==> src/design/bms_pkg.sv <==
// constants and types shared by the burst mode sequencer
package bms_pkg;
   // clock and settling time
   localparam int unsigned CLK_PERIOD_NS = 5;
   localparam int unsigned SETTLE_NS = 50000;
   // least time, so round up to whole cycles
   localparam int unsigned SETTLE_CYC = (SETTLE_NS + CLK_PERIOD_NS - 1) / CLK_PERIOD_NS;
   localparam int unsigned CNT_W = 14;

   // bit positions inside the synchronised input vector
   localparam int unsigned SYNC_W = 6;
   localparam int unsigned IDX_BURST_HIGH = 0;
   localparam int unsigned IDX_PFC_AT_REG = 1;
   localparam int unsigned IDX_PFC_STOPPED = 2;
   localparam int unsigned IDX_LS_GATE = 3;
   localparam int unsigned IDX_STATE_HIGH = 4;
   localparam int unsigned IDX_PROT_RESTART = 5;

   // synchroniser reset value: comparator outputs read low
   localparam logic [SYNC_W-1:0] SYNC_RST = 6'h00;
   localparam logic [CNT_W-1:0] CNT_ZERO = 14'h0000;
   localparam logic [CNT_W-1:0] CNT_ONE = 14'h0001;

   // gray coded along run -> stopping -> stop -> settle -> run
   typedef enum logic [1:0] {
      BMS_RUN = 2'h0,
      BMS_STOPPING = 2'h1,
      BMS_STOP = 2'h3,
      BMS_SETTLE = 2'h2
   } bms_state_e;
endpackage

==> src/design/bms_sync.sv <==
// two flip-flop synchroniser for a vector of independent levels
`timescale 1ns/1ps
module bms_sync #(
   parameter int unsigned WIDTH = 6
) (
   // clock and reset
   input wire logic clk_i,
   input wire logic arst_n_i,
   // asynchronous levels in, synchronised levels out
   input wire logic [WIDTH-1:0] async_i,
   output logic [WIDTH-1:0] sync_o
);
   logic [WIDTH-1:0] meta_reg;
   logic [WIDTH-1:0] sync_reg;

   // bits are unrelated levels, so per-bit crossing is safe
   always_ff @(posedge clk_i or negedge arst_n_i) begin
      if (!arst_n_i) begin
         meta_reg <= '0;
         sync_reg <= '0;
      end else begin
         meta_reg <= async_i;
         sync_reg <= meta_reg;
      end
   end

   assign sync_o = sync_reg;
endmodule

==> src/design/bms_burst_sequencer.sv <==
// burst mode sequencer for the power factor stage and resonant half bridge
// Behaviour
// - A burst sense input below its reference suspends the half bridge and starts stopping.
// - Meanwhile the power factor stage keeps switching while boost output is below regulation.
// - Once the power factor stage reaches regulation during a stop request it soft-stops.
// - The half bridge ceases switching as soon as the low side gate becomes active.
// - The burst stop state is entered only once both stages have stopped, and consumption drops.
// - In the burst stop state the state output pin is pulled low.
// - The burst stop state is left when the burst sense input rises above the upper threshold.
// - After leaving the stop state a settling interval of about 50 us passes before a new burst.
// - Each new burst starts the power factor stage with a soft-start.
// - Each new burst resumes the half bridge directly at its working point without soft-start.
// - Burst mode stays off after power-up until the state output pin has once exceeded 2.5 V.
// - The 3 uA hysteresis sink is on while the burst sense input is low and off once it is high.
// - Both stages burst together, the power factor stage following the half bridge repetition.
// - A burst restart never applies the half bridge frequency reset of protection restarts.
`timescale 1ns/1ps
module bms_burst_sequencer #(
   parameter logic [bms_pkg::CNT_W-1:0] SETTLE_CYC_P = 14'(bms_pkg::SETTLE_CYC)
) (
   // clock and reset
   input wire logic clk_i,
   input wire logic arst_n_i,
   // comparators, asynchronous to clk_i
   input wire logic burst_sense_high_i,
   input wire logic pfc_at_reg_i,
   input wire logic pfc_stopped_i,
   input wire logic low_side_gate_i,
   input wire logic state_output_pin_i,
   input wire logic prot_restart_i,
   // stage control
   output logic hbc_run_o,
   output logic pfc_run_o,
   output logic pfc_softstop_o,
   output logic pfc_softstart_o,
   output logic hbc_freq_reset_o,
   // supply and hysteresis
   output logic low_power_o,
   output logic hyst_sink_en_o,
   output logic burst_enabled_o,
   // state output pin, open drain pull-low
   output logic state_output_pin_o,
   output logic state_output_pin_oe_o
);
   logic [bms_pkg::SYNC_W-1:0] sync_s;
   logic burst_hi_s;
   logic pfc_reg_s;
   logic pfc_stopped_s;
   logic ls_s;
   logic state_hi_s;
   logic prot_s;

   bms_pkg::bms_state_e state_reg;
   bms_pkg::bms_state_e state_next;
   logic [bms_pkg::CNT_W-1:0] cnt_reg;
   logic [bms_pkg::CNT_W-1:0] cnt_next;
   logic en_reg;
   logic en_next;
   logic hbc_reg;
   logic hbc_next;
   logic pfc_reg;
   logic pfc_next;
   logic sstop_reg;
   logic sstop_next;
   logic sstart_reg;
   logic sstart_next;
   logic frst_reg;
   logic frst_next;
   logic lp_reg;
   logic lp_next;
   logic sink_reg;
   logic sink_next;
   logic pin_reg;

   // every comparator level crosses into clk_i here
   bms_sync #(
      .WIDTH(bms_pkg::SYNC_W)
   ) u_sync (
      .clk_i(clk_i),
      .arst_n_i(arst_n_i),
      .async_i({prot_restart_i, state_output_pin_i, low_side_gate_i,
                pfc_stopped_i, pfc_at_reg_i, burst_sense_high_i}),
      .sync_o(sync_s)
   );

   assign burst_hi_s = sync_s[bms_pkg::IDX_BURST_HIGH];
   assign pfc_reg_s = sync_s[bms_pkg::IDX_PFC_AT_REG];
   assign pfc_stopped_s = sync_s[bms_pkg::IDX_PFC_STOPPED];
   assign ls_s = sync_s[bms_pkg::IDX_LS_GATE];
   assign state_hi_s = sync_s[bms_pkg::IDX_STATE_HIGH];
   assign prot_s = sync_s[bms_pkg::IDX_PROT_RESTART];

   // next state of the sequencer and all of its outputs except the state pin level, which pin_reg holds low
   always_comb begin
      state_next = state_reg;
      cnt_next = cnt_reg;
      en_next = en_reg | state_hi_s;
      hbc_next = hbc_reg;
      pfc_next = pfc_reg;
      sstop_next = sstop_reg & ~pfc_stopped_s;
      sstart_next = 1'b0;
      frst_next = prot_s; // protection only
      lp_next = 1'b0;
      sink_next = ~burst_hi_s;
      case (state_reg)
         bms_pkg::BMS_RUN: begin
            // both stages switch together during burst-on
            hbc_next = 1'b1;
            pfc_next = 1'b1;
            if (en_reg && !burst_hi_s) begin
               state_next = bms_pkg::BMS_STOPPING;
            end
         end
         bms_pkg::BMS_STOPPING: begin
            if (burst_hi_s) begin
               // load came back before stop: resume at once, no reset
               state_next = bms_pkg::BMS_RUN;
               hbc_next = 1'b1;
               pfc_next = 1'b1;
               sstop_next = 1'b0;
               sstart_next = ~pfc_reg;
            end else begin
               if (hbc_reg && ls_s) begin
                  hbc_next = 1'b0;
               end
               // keep boosting until regulation, then soft-stop
               if (pfc_reg && pfc_reg_s) begin
                  pfc_next = 1'b0;
                  sstop_next = 1'b1;
               end
               if (!hbc_reg && !pfc_reg && !sstop_reg && pfc_stopped_s) begin
                  state_next = bms_pkg::BMS_STOP;
                  lp_next = 1'b1;
               end
            end
         end
         bms_pkg::BMS_STOP: begin
            lp_next = 1'b1;
            if (burst_hi_s) begin
               state_next = bms_pkg::BMS_SETTLE;
               cnt_next = bms_pkg::CNT_ZERO;
               lp_next = 1'b0;
            end
         end
         bms_pkg::BMS_SETTLE: begin
            cnt_next = cnt_reg + bms_pkg::CNT_ONE;
            if (cnt_reg == SETTLE_CYC_P - bms_pkg::CNT_ONE) begin
               state_next = bms_pkg::BMS_RUN;
               hbc_next = 1'b1; // working point kept
               pfc_next = 1'b1;
               sstart_next = 1'b1;
            end
         end
         default: begin
            state_next = bms_pkg::BMS_RUN;
            hbc_next = 1'b0;
            pfc_next = 1'b0;
         end
      endcase
   end

   // stages stay off until the first cycle out of reset
   always_ff @(posedge clk_i or negedge arst_n_i) begin
      if (!arst_n_i) begin
         state_reg <= bms_pkg::BMS_RUN;
         cnt_reg <= bms_pkg::CNT_ZERO;
         en_reg <= 1'b0;
         hbc_reg <= 1'b0;
         pfc_reg <= 1'b0;
         sstop_reg <= 1'b0;
         sstart_reg <= 1'b0;
         frst_reg <= 1'b0;
         lp_reg <= 1'b0;
         sink_reg <= 1'b0;
         pin_reg <= 1'b0;
      end else begin
         state_reg <= state_next;
         cnt_reg <= cnt_next;
         en_reg <= en_next;
         hbc_reg <= hbc_next;
         pfc_reg <= pfc_next;
         sstop_reg <= sstop_next;
         sstart_reg <= sstart_next;
         frst_reg <= frst_next;
         lp_reg <= lp_next;
         sink_reg <= sink_next;
         pin_reg <= 1'b0;
      end
   end

   // outputs straight from flip-flops
   assign hbc_run_o = hbc_reg;
   assign pfc_run_o = pfc_reg;
   assign pfc_softstop_o = sstop_reg;
   assign pfc_softstart_o = sstart_reg;
   assign hbc_freq_reset_o = frst_reg;
   assign low_power_o = lp_reg;
   assign hyst_sink_en_o = sink_reg;
   assign burst_enabled_o = en_reg;
   assign state_output_pin_o = pin_reg;
   assign state_output_pin_oe_o = lp_reg; // pulled low in stop

   // settle counter watch for assertions
   localparam logic [bms_pkg::CNT_W-1:0] SETTLE_LAST = SETTLE_CYC_P - bms_pkg::CNT_ONE;
endmodule

==> config.mk <==
export PLATFORM = sky130hd
export DESIGN_NAME = bms_burst_sequencer
export DESIGN_NICKNAME = d
export VERILOG_FILES = /design/src/design/bms_pkg.sv /design/src/design/bms_sync.sv /design/src/design/bms_burst_sequencer.sv
export SDC_FILE = /design/constraint.sdc
export NUM_CORES = 1
export LEC_CHECK = 0
export BUFFER_PORTS_ARGS = -buffer_cell sky130_fd_sc_hd__buf_2
export CORE_ASPECT_RATIO = 0.75
export CORE_MARGIN = 3
export CORE_UTILIZATION = 25
export DETAILED_ROUTE_END_ITERATION = 16
export GPL_TIMING_DRIVEN = 0
export PLACE_DENSITY = 0.41
export SYNTH_ARGS = -nofsm -noshare
export SYNTH_HDL_FRONTEND = slang
export SYNTH_SLANG_ARGS = --single-unit
==> constraint.sdc <==
create_clock -name clk_i -period 2.2 [get_ports clk_i]
set_clock_uncertainty 0.2 [all_clocks]
set_input_delay 0.22 -clock clk_i [delete_from_list [all_inputs] [get_ports clk_i]]
set_output_delay 0.22 -clock clk_i [all_outputs]
set_load 0.005 [all_outputs]
==> metrics, run 1 <==
status=complete, no violations; area leader, netlist=dfrtp_1; Critical Path End Type=flop; Num CTS Buffers=5; Skew-Pair Late Insertion Delay=290 ps; GP Congestion=0.7598; max reg flops=14; cells along the critical path=or4b_4, o41ai_4, buf_4, nand3b_1, a22o_2; DR vias/cell=4.673; fin crit share=99.78%; first-pass GRT wire length=5644 um; WS Path Type=reg -> reg; DRC violations left=0; layout cells sized above 1=30.17%; Unique masters post-synth=38; RSZ-0062 raised after global routing=yes; DR vias=1,201; final core utilization=34.99%; 1st-iter DRT viols=57; post-route cell area=2112 um2; worst vdd ir=296.2 uV; FP Rows=24; Worst Max-Slew Pin Slew=826.2 ps; initial antenna violation count=0; Routed Antenna Nets=0; CTS clk-pin slew, worst paths=80 ps; setup violators final=0; post-DP HPWL=2268 um; Worst Hold Class=reg -> reg; clk buf depth=2; Avg Inst Size Synth=11.34 um2; Synth async-reset ratio=100.0%; Final Slew Violations=0; largest net degree at the start of global routing=37; Pleak=0.0009418 uW; Tot GR Track Use=9.700%; Tmin final=2195 ps; Syn Inst Count=143; Top Family by Delay on Critical Path=compound AO/OA/AOI/OAI gates; fill count=608; TritonCTS clock tree=yes; area grow syn2layout=30.25%; diodes inserted=0; I/O Buffers=16; Area after DPL=1799 um2; starting density of the core=26.87%; CP required=2180 ps; Die Y-Extent=75.75 um; IO Count=18; floorplan core area=6036 um2; CP arrival=2180 ps; slew margin rel.=44.92%; number of synthesized flops with an enable pin=0; H-Tree Depth=2; register area share after synthesis=55.56%; fmax=0.4555 GHz; Post-synth top cells=dfrtp_1 (36), nor2_1 (12), nand2_1 (10), a21oi_1 (9), inv_1 (8); final hold violations=0; Clock Tree Root=clkbuf_8; Chip Width=99.00 um; largest cells by area after synthesis=dfrtp_1 (56%), ha_1 (4.6%), a21oi_1 (2.8%); FF-to-FF setup slack=5 ps; GRT Residual Overflow=0; max_cap viols=0; share of the synthesized area in the top cell type=55.56%; vias in the first global route=1,130; Avg WL per Cell=13.29 um; CP max stage delay=570 ps; Top FF cell, synth=dfrtp_1; nets@finish=192; final wirelength=3416 um; Yosys Warn Count=0; Sink Count=36; pre-CTS WS=-441.9 ps; Startpoint Class=flop; count leader, synth=dfrtp_1; die area=7498 um2; Mapped Area=1622 um2; Worst Path Buf+Inv=1; Pre-antenna DRT Iters=5; Critical-path top delay cell=or4b_4; Yosys reg bits=36; CP max FO=3; Post-Syn Nets=157; final worst setup slack=4.774 ps; Pwr Density=937.0 nW/um2
## through the flow
stage	hold slack [ps]	setup TNS (ps)	total power (uW)	cells
after CTS	154.7	0	1957	254
after floorplan	-275.6	0	1151	143
after global routing	161.1	-155.6	2104	257
after global placement	128.7	-2649	1282	237
after detailed placement	129.7	-3248	1302	237
final	151.5	0	1979	257
## layout by cell type (no fill, tap or decap), drive strengths merged, types with 3 or more instances in the layout
cell type,n
nand2,10
dfrtp,36
nor3,3
a21oi,9
xnor2,5
o21ai,6
nor4,3
nand3,3
clkbuf,7
nand3b,4
dlygate4sd3,7
nor2,12
ha,6
inv,9
buf,26
## cells by family (layout without fill, tap and decap cells)
group	Yosys count	after routing	synth area share [%]
AO/OA/AOI/OAI	30	30	14.74
XOR/XNOR	5	5	2.700
adder cells (fa/ha/maj)	6	6	4.630
buffers and inverters	15	51	3.935
flip-flops	36	36	55.56
multiplexers	3	3	2.160
other	1	1	0.2313
AND/OR/NAND/NOR	47	47	16.05
## cell type report
cell class                      count  area (um2)  share of cell area, %
Clock inverter                      3       46.29                  2.192
Sequential cell                    36       900.9                  42.65
Buffer                              4       25.02                  1.185
Inverter                            8       30.03                  1.422
Tap cell                           78       97.59                  4.621
Clock buffer                        5       68.82                  3.258
Timing Repair Buffer               31       210.2                  9.953
Multi-Input combinational cell     92       733.2                  34.72
## what timing repair did
action / CTS / global route
pin swaps: 2 / 4
gates resized for setup: 9 / 6
hold buffers: 7 / 0
hold endpoints to repair: 42 / 0
endpoints found under the setup margin: 15 / 12
setup buffers: 4 / 4
## power breakdown
group          internal, uW  leakage (uW)  switching (uW)
clock network           341     0.0000548             260
registers               744      0.000450            86.5
logic                   268      0.000437             279
## final timing paths
kind                                    startpoint               end  cells past startpoint
worst max-delay path                   cnt_reg[11]         hbc_run_o                      5
worst min-delay path            u_sync.meta_reg[3]  u_sync.sync_o[3]                      0
worst max register to register         cnt_reg[11]         hbc_run_o                      5
worst min register to register  u_sync.meta_reg[3]  u_sync.sync_o[3]                      0
max in group asynchronous                 arst_n_i       cnt_reg[12]                      2
min in group asynchronous                 arst_n_i   burst_enabled_o                      2
## layer usage
layer | vias to the layer above | share of wire [%] | track usage [%]
li1 | 572 | - | -
met1 | 595 | 52 | 13.44
met2 | 29 | 41 | 13.76
met3 | 5 | 5.3 | 3.660
met4 | 0 | 1.2 | 3.636
met5 | - | 0 | 0
No activity file was read; power rests on OpenSTA's default activity.
==> run 2: changes to the inputs <==
Settings changed: BUFFER_PORTS_ARGS -buffer_cell sky130_fd_sc_hd__buf_2 to -buffer_cell sky130_fd_sc_hd__clkbuf_2, GPL_TIMING_DRIVEN 0 to unset.
==> run 2 against run 1 <==
Routed wire length increased by 1.9%. Critical endpoint unchanged. Final cell count up 1.9%. Power is 2.6% lower. Non-clock buffer count is 5 higher. Die area unchanged. Critical path depth unchanged. Core utilization shrank 0.21 points. Critical path type unchanged.
==> metrics, run 2 (synthesis results as in run 1) <==
status=complete, no violations; commonest cells after routing, fill and taps aside=dfrtp_1 (36), buf_4 (17), clkbuf_2 (16); H-Tree Depth=2; multi-input combinational cell area=681.9 um2; first-pass GRT wire length=5947 um; final hold violations=0; GRT Residual Overflow=0; Pleak=0.0009519 uW; initial antenna violation count=0; fin crit share=97.78%; CP max FO=4; I/O Buffers=16; DRC violations left=0; final wirelength=3481 um; setup violators final=0; TritonCTS clock tree=yes; Final Slew Violations=0; Skew-Pair Late Insertion Delay=280 ps; diodes inserted=0; CP required=2180 ps; pre-CTS WS=44.82 ps; Tmin final=2151 ps; fmax=0.4649 GHz; Startpoint Class=flop; fill count=626; vias in the first global route=1,204; CP arrival=2130 ps; RSZ-0062 raised after global routing=yes; starting density of the core=26.87%; area grow syn2layout=29.48%; WS Path Type=reg -> reg; Tot GR Track Use=10.34%; layout cells sized above 1=30.43%; DR vias/cell=4.473; 1st-iter DRT viols=32; FP Rows=24; Clock Tree Root=clkbuf_8; CTS clk-pin slew, worst paths=80 ps; Pwr Density=918.5 nW/um2; register area=900.9 um2; max reg flops=14; Pre-antenna DRT Iters=4; Routed Antenna Nets=0; Worst Hold Class=reg -> reg; post-DP HPWL=2600 um; GP Congestion=0.7929; final worst setup slack=48.80 ps; Sum Neg Setup Slack=0 ps; largest net degree at the start of global routing=21; IO Count=18; max_cap viols=0; worst vdd ir=339.2 uV; Num CTS Buffers=5; Worst Max-Slew Pin Slew=561.9 ps; Die Y-Extent=75.75 um; nets@finish=197; Avg WL per Cell=13.29 um; slew margin rel.=62.01%; Chip Width=99.00 um; Critical Path End Type=flop; DR vias=1,172; clk buf depth=2; Sink Count=36; die area=7498 um2; commonest non-fill, non-tap cell in the layout=dfrtp_1; floorplan core area=6036 um2
## run 2: worst paths after layout
check,cells after the start,endpoint,start,slack [ps]
worst max-delay path,5,hbc_run_o,cnt_reg[12],50
worst min-delay path,0,u_sync.sync_o[3],u_sync.meta_reg[3],150
worst max register to register,5,hbc_run_o,cnt_reg[12],50
worst min register to register,0,u_sync.sync_o[3],u_sync.meta_reg[3],150
max in group asynchronous,3,cnt_reg[0],arst_n_i,1050
min in group asynchronous,2,u_sync.meta_reg[5],arst_n_i,230
## run 2: cell type report
cell class              instances  share of cell area [%]
clock buffers                   5                   3.278
clock inverters                 3                   2.026
inverters                       8                   1.430
multi-input cells              92                   32.48
flip-flops and latches         36                   42.91
well taps                      78                   4.648
repair buffers                 40                   13.23
## run 2: stage by stage
step                hold WS [ps]  utilization [%]  std cells  total power, uW  area [um2]
floorplan                 -275.6                -        143             1151        1622
global placement         -0.3897            31.12        245             1310        1878
detailed placement         20.53            31.12        245             1329        1878
CTS                        153.2            34.12        260             1927        2059
global route               154.7            34.78        262             2052        2100
finish                     151.2            34.78        262             1928        2100
## run 2: what timing repair did
item | CTS | global route
setup endpoints to repair | 0 | 6
hold endpoints to repair | 24 | 0
hold buffers | 7 | 0
buffers inserted | 0 | 2
gates resized for setup | 0 | 5
## run 2: per-layer routing
layer	part of all wire [%]	global-route usage (%)
met3	3.6	3.660
met1	54	13.78
met2	42	15.63
met5	0	0
met4	0.83	3.788
## run 2: worst max-delay path, stage by stage, from the launching register on
cell and delay, ps:
dfrtp_1 420, or4b_4 520, o41ai_4 430, buf_4 200, nand3b_1 70, a22o_2 210
## run 2: report_power, final
group          internal, uW  switching [uW]  total [uW]
clock network           335             249         585
registers               744            74.1         818
logic                   255             271         525
total                  1330             594        1930
==> run 3: changes to the inputs <==
Settings changed: ABC_AREA set to 1.
==> run 3 against run 2 <==
Cell area down 1.9%. Largest power group unchanged. Highest routed layer unchanged. Power down 6.8%. Critical endpoint is now cnt_reg[13]. Setup slack better by 250 ps. Core utilization down 2.8 points.
==> metrics, run 3 <==
commonest cells after routing, fill and taps aside=nand2_1 (54), dfrtp_1 (36), nor2_1 (28); Sink Count=36; Clock Tree Root=clkbuf_8; number of synthesized flops with an enable pin=0; CP required=2170 ps; nets@finish=242; DR vias/cell=4.174; max reg flops=14; fmax=0.5248 GHz; Worst Hold Class=reg -> reg; Chip Width=101.2 um; DR vias=1,294; floorplan core area=6444 um2; FF-to-FF setup slack=290 ps; diodes inserted=0; Critical Path End Type=flop; Top FF cell, synth=dfrtp_1; Unique masters post-synth=26; fill count=688; final wirelength=3457 um; Net Sw Frac=31.05%; register area share after synthesis=53.06%; 1st-iter DRT viols=62; combinational share of power=23.5%; Pre-antenna DRT Iters=4; fin crit share=86.61%; Post-synth top cells=nand2_1 (54), dfrtp_1 (36), nor2_1 (28), inv_1 (22), nand3_1 (14); count leader, synth=nand2_1; FP Rows=25; Post-CTS Setup Inserts=0; met2 wire length=1335 um; Sum Neg Setup Slack=0 ps; H-Tree Depth=2; PnR Total Power=1797 uW; post-DP HPWL=2649 um; cell internal pwr=1239 uW; reg-to-reg startpoint=state_reg[0]; hold-critical path depth=0; DRC violations left=0; Final Slew Violations=0; largest cells by area after synthesis=dfrtp_1 (53%), nand2_1 (12%), nor2_1 (6.2%); Tot GR Track Use=9.994%; Avg WL per Cell=11.15 um; CP max FO=14; Synth async-reset ratio=100.0%; max_cap viols=0; TritonCTS clock tree=yes; Pleak=0.001028 uW; Skew-Pair Late Insertion Delay=280 ps; setup violators final=0; Syn Inst Count=200; Switch Pwr=557.9 uW; top routing layer used=met4; GP Congestion=0.7837; Die Y-Extent=77.37 um; Setup crit start=state_reg[0]; WS Path Type=reg -> reg; post-route cell area=2059 um2; CP arrival=1880 ps; status=complete, no violations; commonest non-fill, non-tap cell in the layout=nand2_1; Post-Syn Nets=214; I/O Buffers=16; Num CTS Buffers=5; worst vdd ir=232.0 uV; Yosys reg bits=36; IO Count=18; area grow syn2layout=21.30%; share of the synthesized area in the top cell type=53.06%; starting density of the core=26.35%; Tmin final=1905 ps; clk buf depth=2; Routed Antenna Nets=0; Yosys Warn Count=0; area leader, netlist=dfrtp_1; GRT Residual Overflow=0; vias in the first global route=1,301; Startpoint Class=flop; Mapped Area=1698 um2; first-pass GRT wire length=6141 um; DR WL met3=137 um; Pwr Density=872.6 nW/um2; final core utilization=31.96%; worst reg-to-reg path cell count=9; worst r2r dst=cnt_reg[13]; final hold violations=0; share of power burned in registers=44.8%; Avg Inst Size Synth=8.489 um2; largest net degree at the start of global routing=20; layout cells sized above 1=14.41%; CTS clk-pin slew, worst paths=70 ps; initial antenna violation count=0; M1 WL=1951 um; RSZ-0062 raised after global routing=no; hold worst-path end=u_sync.sync_o[4]; clock power share=31.6%; Area after DPL=1873 um2; die area=7827 um2; Min-Delay Startpoint=u_sync.meta_reg[4]
run 3: cell types whose count changed after synthesis, moves of 3 or more:
cell and change:
clkbuf_1 -5, nand4_1 +4, nor2_1 +16, a21oi_1 -3
nand3b_1 -4, nand3_1 +11, nand2_1 +44, inv_1 +14
xnor2_1 -5
run 3: how the worst max path moves through the flow:
stage	end	depth (start not counted)
floorplan	cnt_reg[5]	8
global placement	cnt_reg[13]	9
detailed placement	cnt_reg[13]	9
CTS	cnt_reg[2]	7
global route	cnt_reg[13]	9
finish	cnt_reg[13]	9
run 3: area by class of cell:
class                           instances  area [um2]  share of cell area [%]
Sequential cell                        36       900.9                   43.74
Multi-Input combinational cell        139       693.2                   33.66
Timing Repair Buffer                   24       170.2                   8.262
Tap cell                               81       101.3                   4.921
Inverter                               22       82.58                   4.010
Clock buffer                            5       68.82                   3.341
Clock inverter                          3       42.54                   2.066
run 3: per-layer routing:
layer  vias to the layer above  GRT usage (%)
met1                       580          15.24
met5                         -              0
met2                        22          13.25
li1                        690              -
met4                         0          3.187
met3                         2          3.055
run 3: kinds of logic after synthesis:
group | share of synthesized area, %
AND/OR/NAND/NOR | 31.03
flip-flops | 53.06
buffers and inverters | 6.411
AO/OA/AOI/OAI | 4.864
adder cells (fa/ha/maj) | 4.421
other | 0.2209
run 3: metrics by stage:
stage | cells | hold WS, ps | setup slack (ps)
after global placement | 295 | 11.92 | 263.4
after detailed placement | 295 | 9.126 | 210.6
final | 310 | 150.1 | 294.6
after global routing | 310 | 167.2 | 40.44
after floorplan | 200 | -275.6 | 559.4
after CTS | 310 | 153.0 | 189.7
run 3: what timing repair did:
| action | 4_1_cts | 5_1_grt |
|---|---|---|
| hold buffers | 7 | 0 |
| setup endpoints to repair | 0 | 1 |
| gates resized for setup | 0 | 1 |
| endpoints found under the hold margin | 23 | 0 |
run 3: power by group through the flow:
stage | Clock, uW | Combinational [uW] | Sequential (uW)
after floorplan | 0 | 301 | 805
final | 568 | 423 | 806
after global placement | 0 | 426 | 819
after CTS | 599 | 426 | 806
after global routing | 629 | 499 | 820
after detailed placement | 0 | 413 | 819
run 3: worst max-delay path, stage by stage (launching register included):
cell     delay (ps)
dfrtp_1         410
inv_1           120
ha_1            280
nand2_1         130
nand2_4         170
inv_1           110
nor2_1          160
nand4_1         100
nand2_1          70
nor2_1           50
